==> config.mk <==
export PLATFORM = sky130hd
export DESIGN_NAME = carrier_detect_frame_sync
export DESIGN_NICKNAME = d
export VERILOG_FILES = /design/src/rtl/cdfs_pkg.sv /design/src/rtl/carrier_detect_frame_sync.sv /design/src/rtl/sample_fifo.sv
export SDC_FILE = /design/constraint.sdc
export NUM_CORES = 1
export LEC_CHECK = 0
export ABC_AREA = 0
export CAP_MARGIN = 20
export CORE_MARGIN = 2
export CORE_UTILIZATION = 25
export CTS_CLUSTER_SIZE = 40
export DETAILED_ROUTE_END_ITERATION = 10
export DONT_BUFFER_PORTS = 1
export SYNTH_ARGS = -nofsm -noshare
export SYNTH_HDL_FRONTEND = slang
export SYNTH_SLANG_ARGS = --single-unit
==> constraint.sdc <==
create_clock -name ref_clk_i -period 2.4 [get_ports ref_clk_i]
set_input_delay 0.24 -clock ref_clk_i [delete_from_list [all_inputs] [get_ports ref_clk_i]]
set_output_delay 0.24 -clock ref_clk_i [all_outputs]
set_load 0.05 [all_outputs]
==> src/rtl/cdfs_pkg.sv <==
`default_nettype none
package cdfs_pkg;
	// ----------------------------------------------------------------
	// Clock and timing
	// ----------------------------------------------------------------
	localparam int unsigned CLK_MHZ         = 125;           // Clock rate in MHz
	localparam int unsigned QUALIFY_US      = 4000;          // Detect qualify time in us
	localparam int unsigned WDOG_TIMEOUT_MS = 1500;          // Watchdog timeout in ms
	localparam int unsigned DIR_TIMEOUT_MS  = 1000;          // Transmit hold limit in ms
	localparam int unsigned QUALIFY_CYC     = QUALIFY_US * CLK_MHZ;              // Least time, rounds up exactly
	localparam int unsigned WDOG_CYC        = WDOG_TIMEOUT_MS * 1000 * CLK_MHZ;  // Longest time
	localparam int unsigned DIR_CYC         = DIR_TIMEOUT_MS * 1000 * CLK_MHZ;   // Longest time
	localparam int unsigned CNT_W           = 28;            // Wide enough for all counts
	localparam int unsigned DROP_BITS       = 3;             // Bits lost at start of carrier
	localparam int unsigned FIFO_W          = 2;             // Data plus carrier flag
	localparam int unsigned FIFO_D          = 16;            // Buffer depth in words

	// ----------------------------------------------------------------
	// Types
	// ----------------------------------------------------------------
	typedef enum logic [1:0] {
		CD_IDLE    = 2'b00,
		CD_QUALIFY = 2'b01,
		CD_ACTIVE  = 2'b11,
		CD_HOLD    = 2'b10
	} cd_state_type;

	typedef struct packed {
		logic carrier;   // Carrier was qualified when sampled
		logic data;      // Demodulated bit
	} rx_word_type;
endpackage
`default_nettype wire

==> src/rtl/carrier_detect_frame_sync.sv <==
// Functional notes
// - Carrier qualified after level held qualify time
// - Hold carrier flag qualify time after loss
// - Upper tone gives one, lower gives zero
// - Clamp received data while no carrier
// - Transmit data low removes the clamp in receive mode only
// - Unclamped noise data is not framed
// - First three bits after carrier qualified are not buffered unless transmit data is low
// - Zero transmits; auto receive after 1s
// - Reset output high after 1.5s silence
`default_nettype none
module carrier_detect_frame_sync #(
	parameter int unsigned QUALIFY_CYC = cdfs_pkg::QUALIFY_CYC,
	parameter int unsigned WDOG_CYC    = cdfs_pkg::WDOG_CYC,
	parameter int unsigned DIR_CYC     = cdfs_pkg::DIR_CYC
) (
	input  wire logic ref_clk_i,
	input  wire logic nrst_i,
	input  wire logic level_above_i,      // Receive level above detect threshold
	input  wire logic tone_high_i,        // Discriminator: upper tone seen
	input  wire logic tone_valid_i,       // Discriminator output meaningful
	input  wire logic txd_i,              // Host transmit data
	input  wire logic direction_select_i, // 0 transmit, 1 receive
	input  wire logic watchdog_i,         // Host watchdog clock
	input  wire logic rx_ready_i,         // Drain side may take a bit
	output logic      carrier_detect_n_o, // Low while carrier qualified
	output logic      rxd_o,              // Received data to host
	output logic      rx_valid_o,         // Buffered bit available while drain side not ready
	output logic      rx_carrier_o,       // Carrier flag of buffered bit
	output logic      rx_bit_o,           // Buffered bit
	output logic      tx_mode_o,          // High in transmit mode
	output logic      cts_o,              // Direction select looped back to host
	output logic      reset_o,            // Watchdog reset, active high
	output logic      overflow_o          // Sample lost to full buffer
);
	// ----------------------------------------------------------------
	// Declarations
	// ----------------------------------------------------------------
	cdfs_pkg::cd_state_type cd_state_reg;     // Carrier detect state
	logic [cdfs_pkg::CNT_W-1:0] qual_cnt_reg; // Qualify and hold timer
	logic [cdfs_pkg::CNT_W-1:0] wd_cnt_reg;   // Watchdog silence timer
	logic [cdfs_pkg::CNT_W-1:0] dir_cnt_reg;  // Transmit hold timer
	logic [1:0] drop_cnt_reg;                 // Bits still to discard
	logic       demod_reg;                    // Last demodulated bit
	logic       demod_prev_reg;               // For bit edge detection
	logic       wd_prev_reg;                  // Watchdog previous level
	logic       clamp_off;                    // Clamp removed
	logic       rx_mode;                      // Receive mode active
	logic       bit_edge;                     // New bit boundary
	cdfs_pkg::rx_word_type fifo_in;           // Word into buffer
	cdfs_pkg::rx_word_type fifo_out;          // Word out of buffer
	logic       fifo_in_ready;                // Buffer can accept
	logic       fifo_out_valid;               // Buffer has a word
	logic       push;                         // Sample offered

	// Timer helper, used by every timeout
	function automatic logic reached(input logic [cdfs_pkg::CNT_W-1:0] cnt, input int unsigned lim);
		reached = (cnt >= cdfs_pkg::CNT_W'(lim - 1));
	endfunction

	// ----------------------------------------------------------------
	// Carrier qualification
	// ----------------------------------------------------------------
	// Both the qualify and the hold phase use the same timer
	always_ff @(posedge ref_clk_i) begin
		if (!nrst_i) begin
			cd_state_reg <= cdfs_pkg::CD_IDLE;
			qual_cnt_reg <= '0;
		end else begin
			unique case (cd_state_reg)
				cdfs_pkg::CD_IDLE: begin
					qual_cnt_reg <= '0;
					if (level_above_i) begin
						cd_state_reg <= cdfs_pkg::CD_QUALIFY;
					end
				end
				cdfs_pkg::CD_QUALIFY: begin
					// A dip restarts qualification
					if (!level_above_i) begin
						cd_state_reg <= cdfs_pkg::CD_IDLE;
					end else if (reached(qual_cnt_reg, QUALIFY_CYC)) begin
						cd_state_reg <= cdfs_pkg::CD_ACTIVE;
						qual_cnt_reg <= '0;
					end else begin
						qual_cnt_reg <= cdfs_pkg::CNT_W'(qual_cnt_reg + 1'b1);
					end
				end
				cdfs_pkg::CD_ACTIVE: begin
					qual_cnt_reg <= '0;
					if (!level_above_i) begin
						cd_state_reg <= cdfs_pkg::CD_HOLD;
					end
				end
				cdfs_pkg::CD_HOLD: begin
					// Returning signal resumes the active state
					if (level_above_i) begin
						cd_state_reg <= cdfs_pkg::CD_ACTIVE;
					end else if (reached(qual_cnt_reg, QUALIFY_CYC)) begin
						cd_state_reg <= cdfs_pkg::CD_IDLE;
					end else begin
						qual_cnt_reg <= cdfs_pkg::CNT_W'(qual_cnt_reg + 1'b1);
					end
				end
			endcase
		end
	end

	// Carrier output, low in active and hold states
	always_ff @(posedge ref_clk_i) begin
		if (!nrst_i) begin
			carrier_detect_n_o <= 1'b1;
		end else begin
			carrier_detect_n_o <= !(cd_state_reg == cdfs_pkg::CD_ACTIVE || cd_state_reg == cdfs_pkg::CD_HOLD);
		end
	end

	// ----------------------------------------------------------------
	// Demodulated data and clamp
	// ----------------------------------------------------------------
	// Upper tone maps to one; keep last bit when output meaningless
	always_ff @(posedge ref_clk_i) begin
		if (!nrst_i) begin
			demod_reg      <= 1'b1;
			demod_prev_reg <= 1'b1;
		end else begin
			if (tone_valid_i) begin
				demod_reg <= tone_high_i;
			end
			demod_prev_reg <= demod_reg;
		end
	end

	assign rx_mode   = !tx_mode_o;
	assign clamp_off = rx_mode && !txd_i;
	assign bit_edge  = demod_reg != demod_prev_reg;

	// Discard the first bits after a new carrier; training eats them
	always_ff @(posedge ref_clk_i) begin
		if (!nrst_i) begin
			drop_cnt_reg <= 2'(cdfs_pkg::DROP_BITS);
		end else if (carrier_detect_n_o) begin
			drop_cnt_reg <= 2'(cdfs_pkg::DROP_BITS);
		end else if (bit_edge && drop_cnt_reg != '0) begin
			drop_cnt_reg <= 2'(drop_cnt_reg - 1'b1);
		end
	end

	// Clamped output idles high like a stop bit; unclamped noise
	// passes as is, so framing is the host's job
	always_ff @(posedge ref_clk_i) begin
		if (!nrst_i) begin
			rxd_o <= 1'b1;
		end else if (clamp_off) begin
			rxd_o <= demod_reg;
		end else if (carrier_detect_n_o || !rx_mode) begin
			rxd_o <= 1'b1;
		end else begin
			rxd_o <= demod_reg;
		end
	end

	// ----------------------------------------------------------------
	// Sample buffer
	// ----------------------------------------------------------------
	// Bits are buffered at edges once the training bits are gone
	assign push            = bit_edge && rx_mode && (clamp_off || (!carrier_detect_n_o && drop_cnt_reg == '0));
	assign fifo_in.carrier = !carrier_detect_n_o;
	assign fifo_in.data    = demod_reg;

	sample_fifo #(
		.WIDTH(cdfs_pkg::FIFO_W),
		.DEPTH(cdfs_pkg::FIFO_D)
	) u_fifo (
		.ref_clk_i  (ref_clk_i),
		.nrst_i     (nrst_i),
		.in_data_i  (fifo_in),
		.in_valid_i (push),
		.in_ready_o (fifo_in_ready),
		.out_data_o (fifo_out),
		.out_valid_o(fifo_out_valid),
		.out_ready_i(rx_ready_i)
	);

	// Drain side outputs; a full buffer drops and flags the sample
	always_ff @(posedge ref_clk_i) begin
		if (!nrst_i) begin
			rx_valid_o   <= 1'b0;
			rx_bit_o     <= 1'b0;
			rx_carrier_o <= 1'b0;
			overflow_o   <= 1'b0;
		end else begin
			rx_valid_o   <= fifo_out_valid && !rx_ready_i;
			rx_bit_o     <= fifo_out.data;
			rx_carrier_o <= fifo_out.carrier;
			overflow_o   <= push && !fifo_in_ready;
		end
	end

	// ----------------------------------------------------------------
	// Direction control
	// ----------------------------------------------------------------
	// Transmit held too long falls back to receive until released
	always_ff @(posedge ref_clk_i) begin
		if (!nrst_i) begin
			dir_cnt_reg <= '0;
			tx_mode_o   <= 1'b0;
			cts_o       <= 1'b1;
		end else begin
			cts_o <= direction_select_i;
			if (direction_select_i) begin
				dir_cnt_reg <= '0;
				tx_mode_o   <= 1'b0;
			end else if (reached(dir_cnt_reg, DIR_CYC)) begin
				tx_mode_o <= 1'b0;
			end else begin
				dir_cnt_reg <= cdfs_pkg::CNT_W'(dir_cnt_reg + 1'b1);
				tx_mode_o   <= 1'b1;
			end
		end
	end

	// ----------------------------------------------------------------
	// Watchdog
	// ----------------------------------------------------------------
	// Only falling edges feed the dog; reset stays high until one comes
	always_ff @(posedge ref_clk_i) begin
		if (!nrst_i) begin
			wd_prev_reg <= 1'b1;
			wd_cnt_reg  <= '0;
			reset_o     <= 1'b0;
		end else begin
			wd_prev_reg <= watchdog_i;
			if (wd_prev_reg && !watchdog_i) begin
				wd_cnt_reg <= '0;
				reset_o    <= 1'b0;
			end else if (reached(wd_cnt_reg, WDOG_CYC)) begin
				reset_o <= 1'b1;
			end else begin
				wd_cnt_reg <= cdfs_pkg::CNT_W'(wd_cnt_reg + 1'b1);
			end
		end
	end
endmodule
`default_nettype wire

==> src/rtl/sample_fifo.sv <==
`default_nettype none
// Small synchronous FIFO; read data comes from a register
module sample_fifo #(
	parameter int unsigned WIDTH = 2,
	parameter int unsigned DEPTH = 16
) (
	input  wire logic             ref_clk_i,
	input  wire logic             nrst_i,
	input  wire logic [WIDTH-1:0] in_data_i,
	input  wire logic             in_valid_i,
	output logic                  in_ready_o,
	output logic      [WIDTH-1:0] out_data_o,
	output logic                  out_valid_o,
	input  wire logic             out_ready_i
);
	localparam int unsigned AW = $clog2(DEPTH);

	logic [WIDTH-1:0] mem_reg [DEPTH];   // Storage
	logic [AW-1:0]    wr_ptr_reg;        // Write pointer
	logic [AW-1:0]    rd_ptr_reg;        // Read pointer
	logic [AW:0]      count_reg;         // Words held in storage
	logic             push;              // Accepted write
	logic             pop;               // Move word to output register

	// ----------------------------------------------------------------
	// Handshake terms
	// ----------------------------------------------------------------
	assign push = in_valid_i && in_ready_o;
	// Refill output register when empty or being taken
	assign pop  = (count_reg != '0) && (!out_valid_o || out_ready_i);

	// Storage write
	always_ff @(posedge ref_clk_i) begin
		if (push) begin
			mem_reg[wr_ptr_reg] <= in_data_i;
		end
	end

	// Pointers and count
	always_ff @(posedge ref_clk_i) begin
		if (!nrst_i) begin
			wr_ptr_reg <= '0;
			rd_ptr_reg <= '0;
			count_reg  <= '0;
		end else begin
			if (push) begin
				wr_ptr_reg <= AW'(wr_ptr_reg + 1'b1);
			end
			if (pop) begin
				rd_ptr_reg <= AW'(rd_ptr_reg + 1'b1);
			end
			count_reg <= (AW+1)'(count_reg + (AW+1)'(push) - (AW+1)'(pop));
		end
	end

	// Honest full: ready only with room left after this cycle
	always_ff @(posedge ref_clk_i) begin
		if (!nrst_i) begin
			in_ready_o <= 1'b0;
		end else begin
			in_ready_o <= ((AW+1)'(count_reg + (AW+1)'(push) - (AW+1)'(pop)) < (AW+1)'(DEPTH - 1));
		end
	end

	// Registered output stage
	always_ff @(posedge ref_clk_i) begin
		if (!nrst_i) begin
			out_valid_o <= 1'b0;
			out_data_o  <= '0;
		end else if (pop) begin
			out_valid_o <= 1'b1;
			out_data_o  <= mem_reg[rd_ptr_reg];
		end else if (out_ready_i) begin
			out_valid_o <= 1'b0;
		end
	end
endmodule
`default_nettype wire
==> metrics.yaml <==
outcome: "completed"
drive_gt1_share_pct: 13.37
max-vdd-ir-drop_v: 0.0004927
wl_per_cell_um: 12.65
synth-seq-cells: 149
yosys-top-cells-area: "dfxtp_1, edfxtp_1, nor2_1, ha_1, xor2_1"
gp_congestion: 0.7876
ctsHtreeMaxLevel: 4
areaGrowthSynthToFinish_pct: 20.19
critPathKind: "flip-flop to flip-flop"
critPathArrivalTime_ns: 2.75
cts_tree: "built"
syn_area_um2: 6947
slew_headroom_pct: 52.21
synth_nets: 771
p_clk_share_pct: 39.9
whs_path_depth: 2
cp.required_ns: 2.77
end_kind: "flip-flop"
first_pass_iters: 6
critPathMaxFanout: 2
grt_max_degree: 19
syn_inst: 742
power_leakage_nw: 2.885
yosys.cell_count.top_type: "dfxtp_1"
drt-total-wl_mm: 14.82
switching_share_pct: 26.87
finalHoldViolCount: 0
yosys.area.top_type: "dfxtp_1"
vias: 5368
period_minus_slack_ns: 2.377
switchingPower_mw: 1.769
syn_avg_cell_area_um2: 9.362
cts_root_buffer: "clkbuf_16"
grt_pass1_vias: 5180
post-place-ws_ns: -0.03896
initial_utilization_pct: 25.21
fin_area_um2: 8349
synth_top_area_share_pct: 33.72
crit_path_start_kind: "flip-flop"
dr.first_iter.drc_count: 349
finalWorstSetupSlack_ns: 0.02276
rsz0062_at_grt: "true"
yosysWarnings: 0
largest_register_ff_count: 32
skew_ns: 0.008741
worst_slew_pin_slew_ns: 0.7168
nets: 810
utilization_pct: 30.30
synth-seq-area-share_pct: 47.55
place_area_um2: 7547
power.density_nw_per_um2: 788.5
drcViolationCount: 0
ant_nets: 0
dpl.hpwl_mm: 10.08
setup_viol: 0
ios: 18
coreArea_um2: 27550
nFillCells: 2845
cts.clk_slew.worst_paths_ns: 0.06
fin_hold_ws_ns: 0.04509
grt_pass1_wl_mm: 24.77
grt_overflow: 0
post-route-period-util_pct: 99.05
combPwrFrac_pct: 17.2
clockBufferDepth: 2
async_reset_ff_share_pct: 0
antenna_found_initial: 0
ys_top_cells_by_count: "dfxtp_1, nor2_1, nand2_1"
cts_sinks: 149
fp.dieH_um: 170.7
portBuffers: 0
hp-class: "primary input to flip-flop"
diodes: 0
synth_cell_types: 65
clock.fmax_mhz: 420.7
die_width_um: 170.7
cts_made_buffers: 17
insertion_delay_ns: 0.43
seq_power_share_pct: 42.9
finalPower_mw: 6.583
r2r_cells: 13
internal-power_mw: 4.814
drv_cap: 0
finalMaxSlewViolations: 0
synth-main-ff-cell: "dfxtp_1"
vias_per_cell: 4.584
rows: 61
grt_usage_pct: 10.66
synth_edf_count: 32
dieArea_um2: 29140
-- layout make-up --
type | instances | area [um^2] | share of cell area, %
multi-input cells | 533 | 3476 | 41.63
repair buffers | 47 | 377.9 | 4.526
well taps | 378 | 473.0 | 5.665
flip-flops and latches | 149 | 3307 | 39.61
clock inverters | 8 | 60.06 | 0.7193
clock buffers | 23 | 531.8 | 6.369
inverters | 33 | 123.9 | 1.484
-- power groups by stage --
stage                     logic [mW]  registers (mW)  clock network [mW]
after global routing            1.28            2.84                2.81
after global placement         0.954            2.87                   0
final                           1.13            2.82                2.63
after CTS                       1.05            2.82                2.69
after floorplan                0.778            2.82                   0
after detailed placement       0.972            2.87                   0
-- critical path, cell delays in order (launching register included) --
cell and delay (ns):
dfxtp_2 0.32, inv_2 0.07, ha_4 0.12, nor4b_4 0.22, a21oi_2 0.08, ha_1 0.32, inv_2 0.06, ha_4 0.16
fa_2 0.35, a21oi_2 0.14, nor2_1 0.04, nor2_1 0.11, xnor2_1 0.15, o211a_1 0.17
-- final timing paths --
check | slack (ns) | end | start
setup / recovery | 0.02 | u_fifo.in_ready_o | u_fifo.count_reg[2]
setup reg to reg | 0.02 | u_fifo.in_ready_o | u_fifo.count_reg[2]
hold reg to reg | 0.47 | u_fifo.out_data_o[0] | u_fifo.out_data_o[0]
hold / removal | 0.05 | rxd_o | nrst_i
-- stage by stage --
step	cells	TNS, ns
global route	1171	-0.2362
floorplan	742	0
detailed placement	1123	-0.04250
finish	1171	0
CTS	1163	-0.02457
global placement	1123	0
-- per-layer routing --
| metal | share of wire, % | track usage, % |
|---|---|---|
| met4 | 1.7 | 4.348 |
| met3 | 4.1 | 3.192 |
| met1 | 46 | 12.84 |
| met2 | 48 | 17.76 |
| met5 | 0 | 0 |
-- repair_timing --
action / CTS / global route
setup buffers: 0 / 7
hold endpoints to repair: 12 / 3
resized for setup: 5 / 10
pin swaps: 4 / 8
hold buffers: 9 / 1
setup endpoints to repair: 3 / 30
-- kinds of logic after synthesis --
logic type      synth area share [%]
simple gates                   24.51
buf+inv                        3.440
fa+ha+maj                      3.710
xor+xnor                       5.421
mux                            4.035
compound gates                 11.33
flops                          47.55
-- cell usage in the layout, fill, tap and decap left out, types with 6 or more instances in the layout --
| master | count |
|---|---|
| xnor2_1 | 20 |
| nor4_1 | 11 |
| a21oi_1 | 35 |
| buf_4 | 37 |
| o31ai_1 | 6 |
| dfxtp_1 | 114 |
| nand4_1 | 31 |
| a31oi_1 | 6 |
| o21ai_0 | 29 |
| and3_1 | 10 |
| inv_1 | 29 |
| nor2_1 | 93 |
| mux4_2 | 8 |
| dlygate4sd3_1 | 10 |
| nand2_1 | 47 |
| nand3_1 | 38 |
| or3_1 | 21 |
| mux2i_1 | 10 |
| xor2_1 | 23 |
| edfxtp_1 | 32 |
| nand2b_1 | 10 |
| clkbuf_16 | 20 |
| ha_1 | 17 |
| nor3_1 | 23 |
| and2_1 | 17 |
Power figures use the tool's default switching activity.
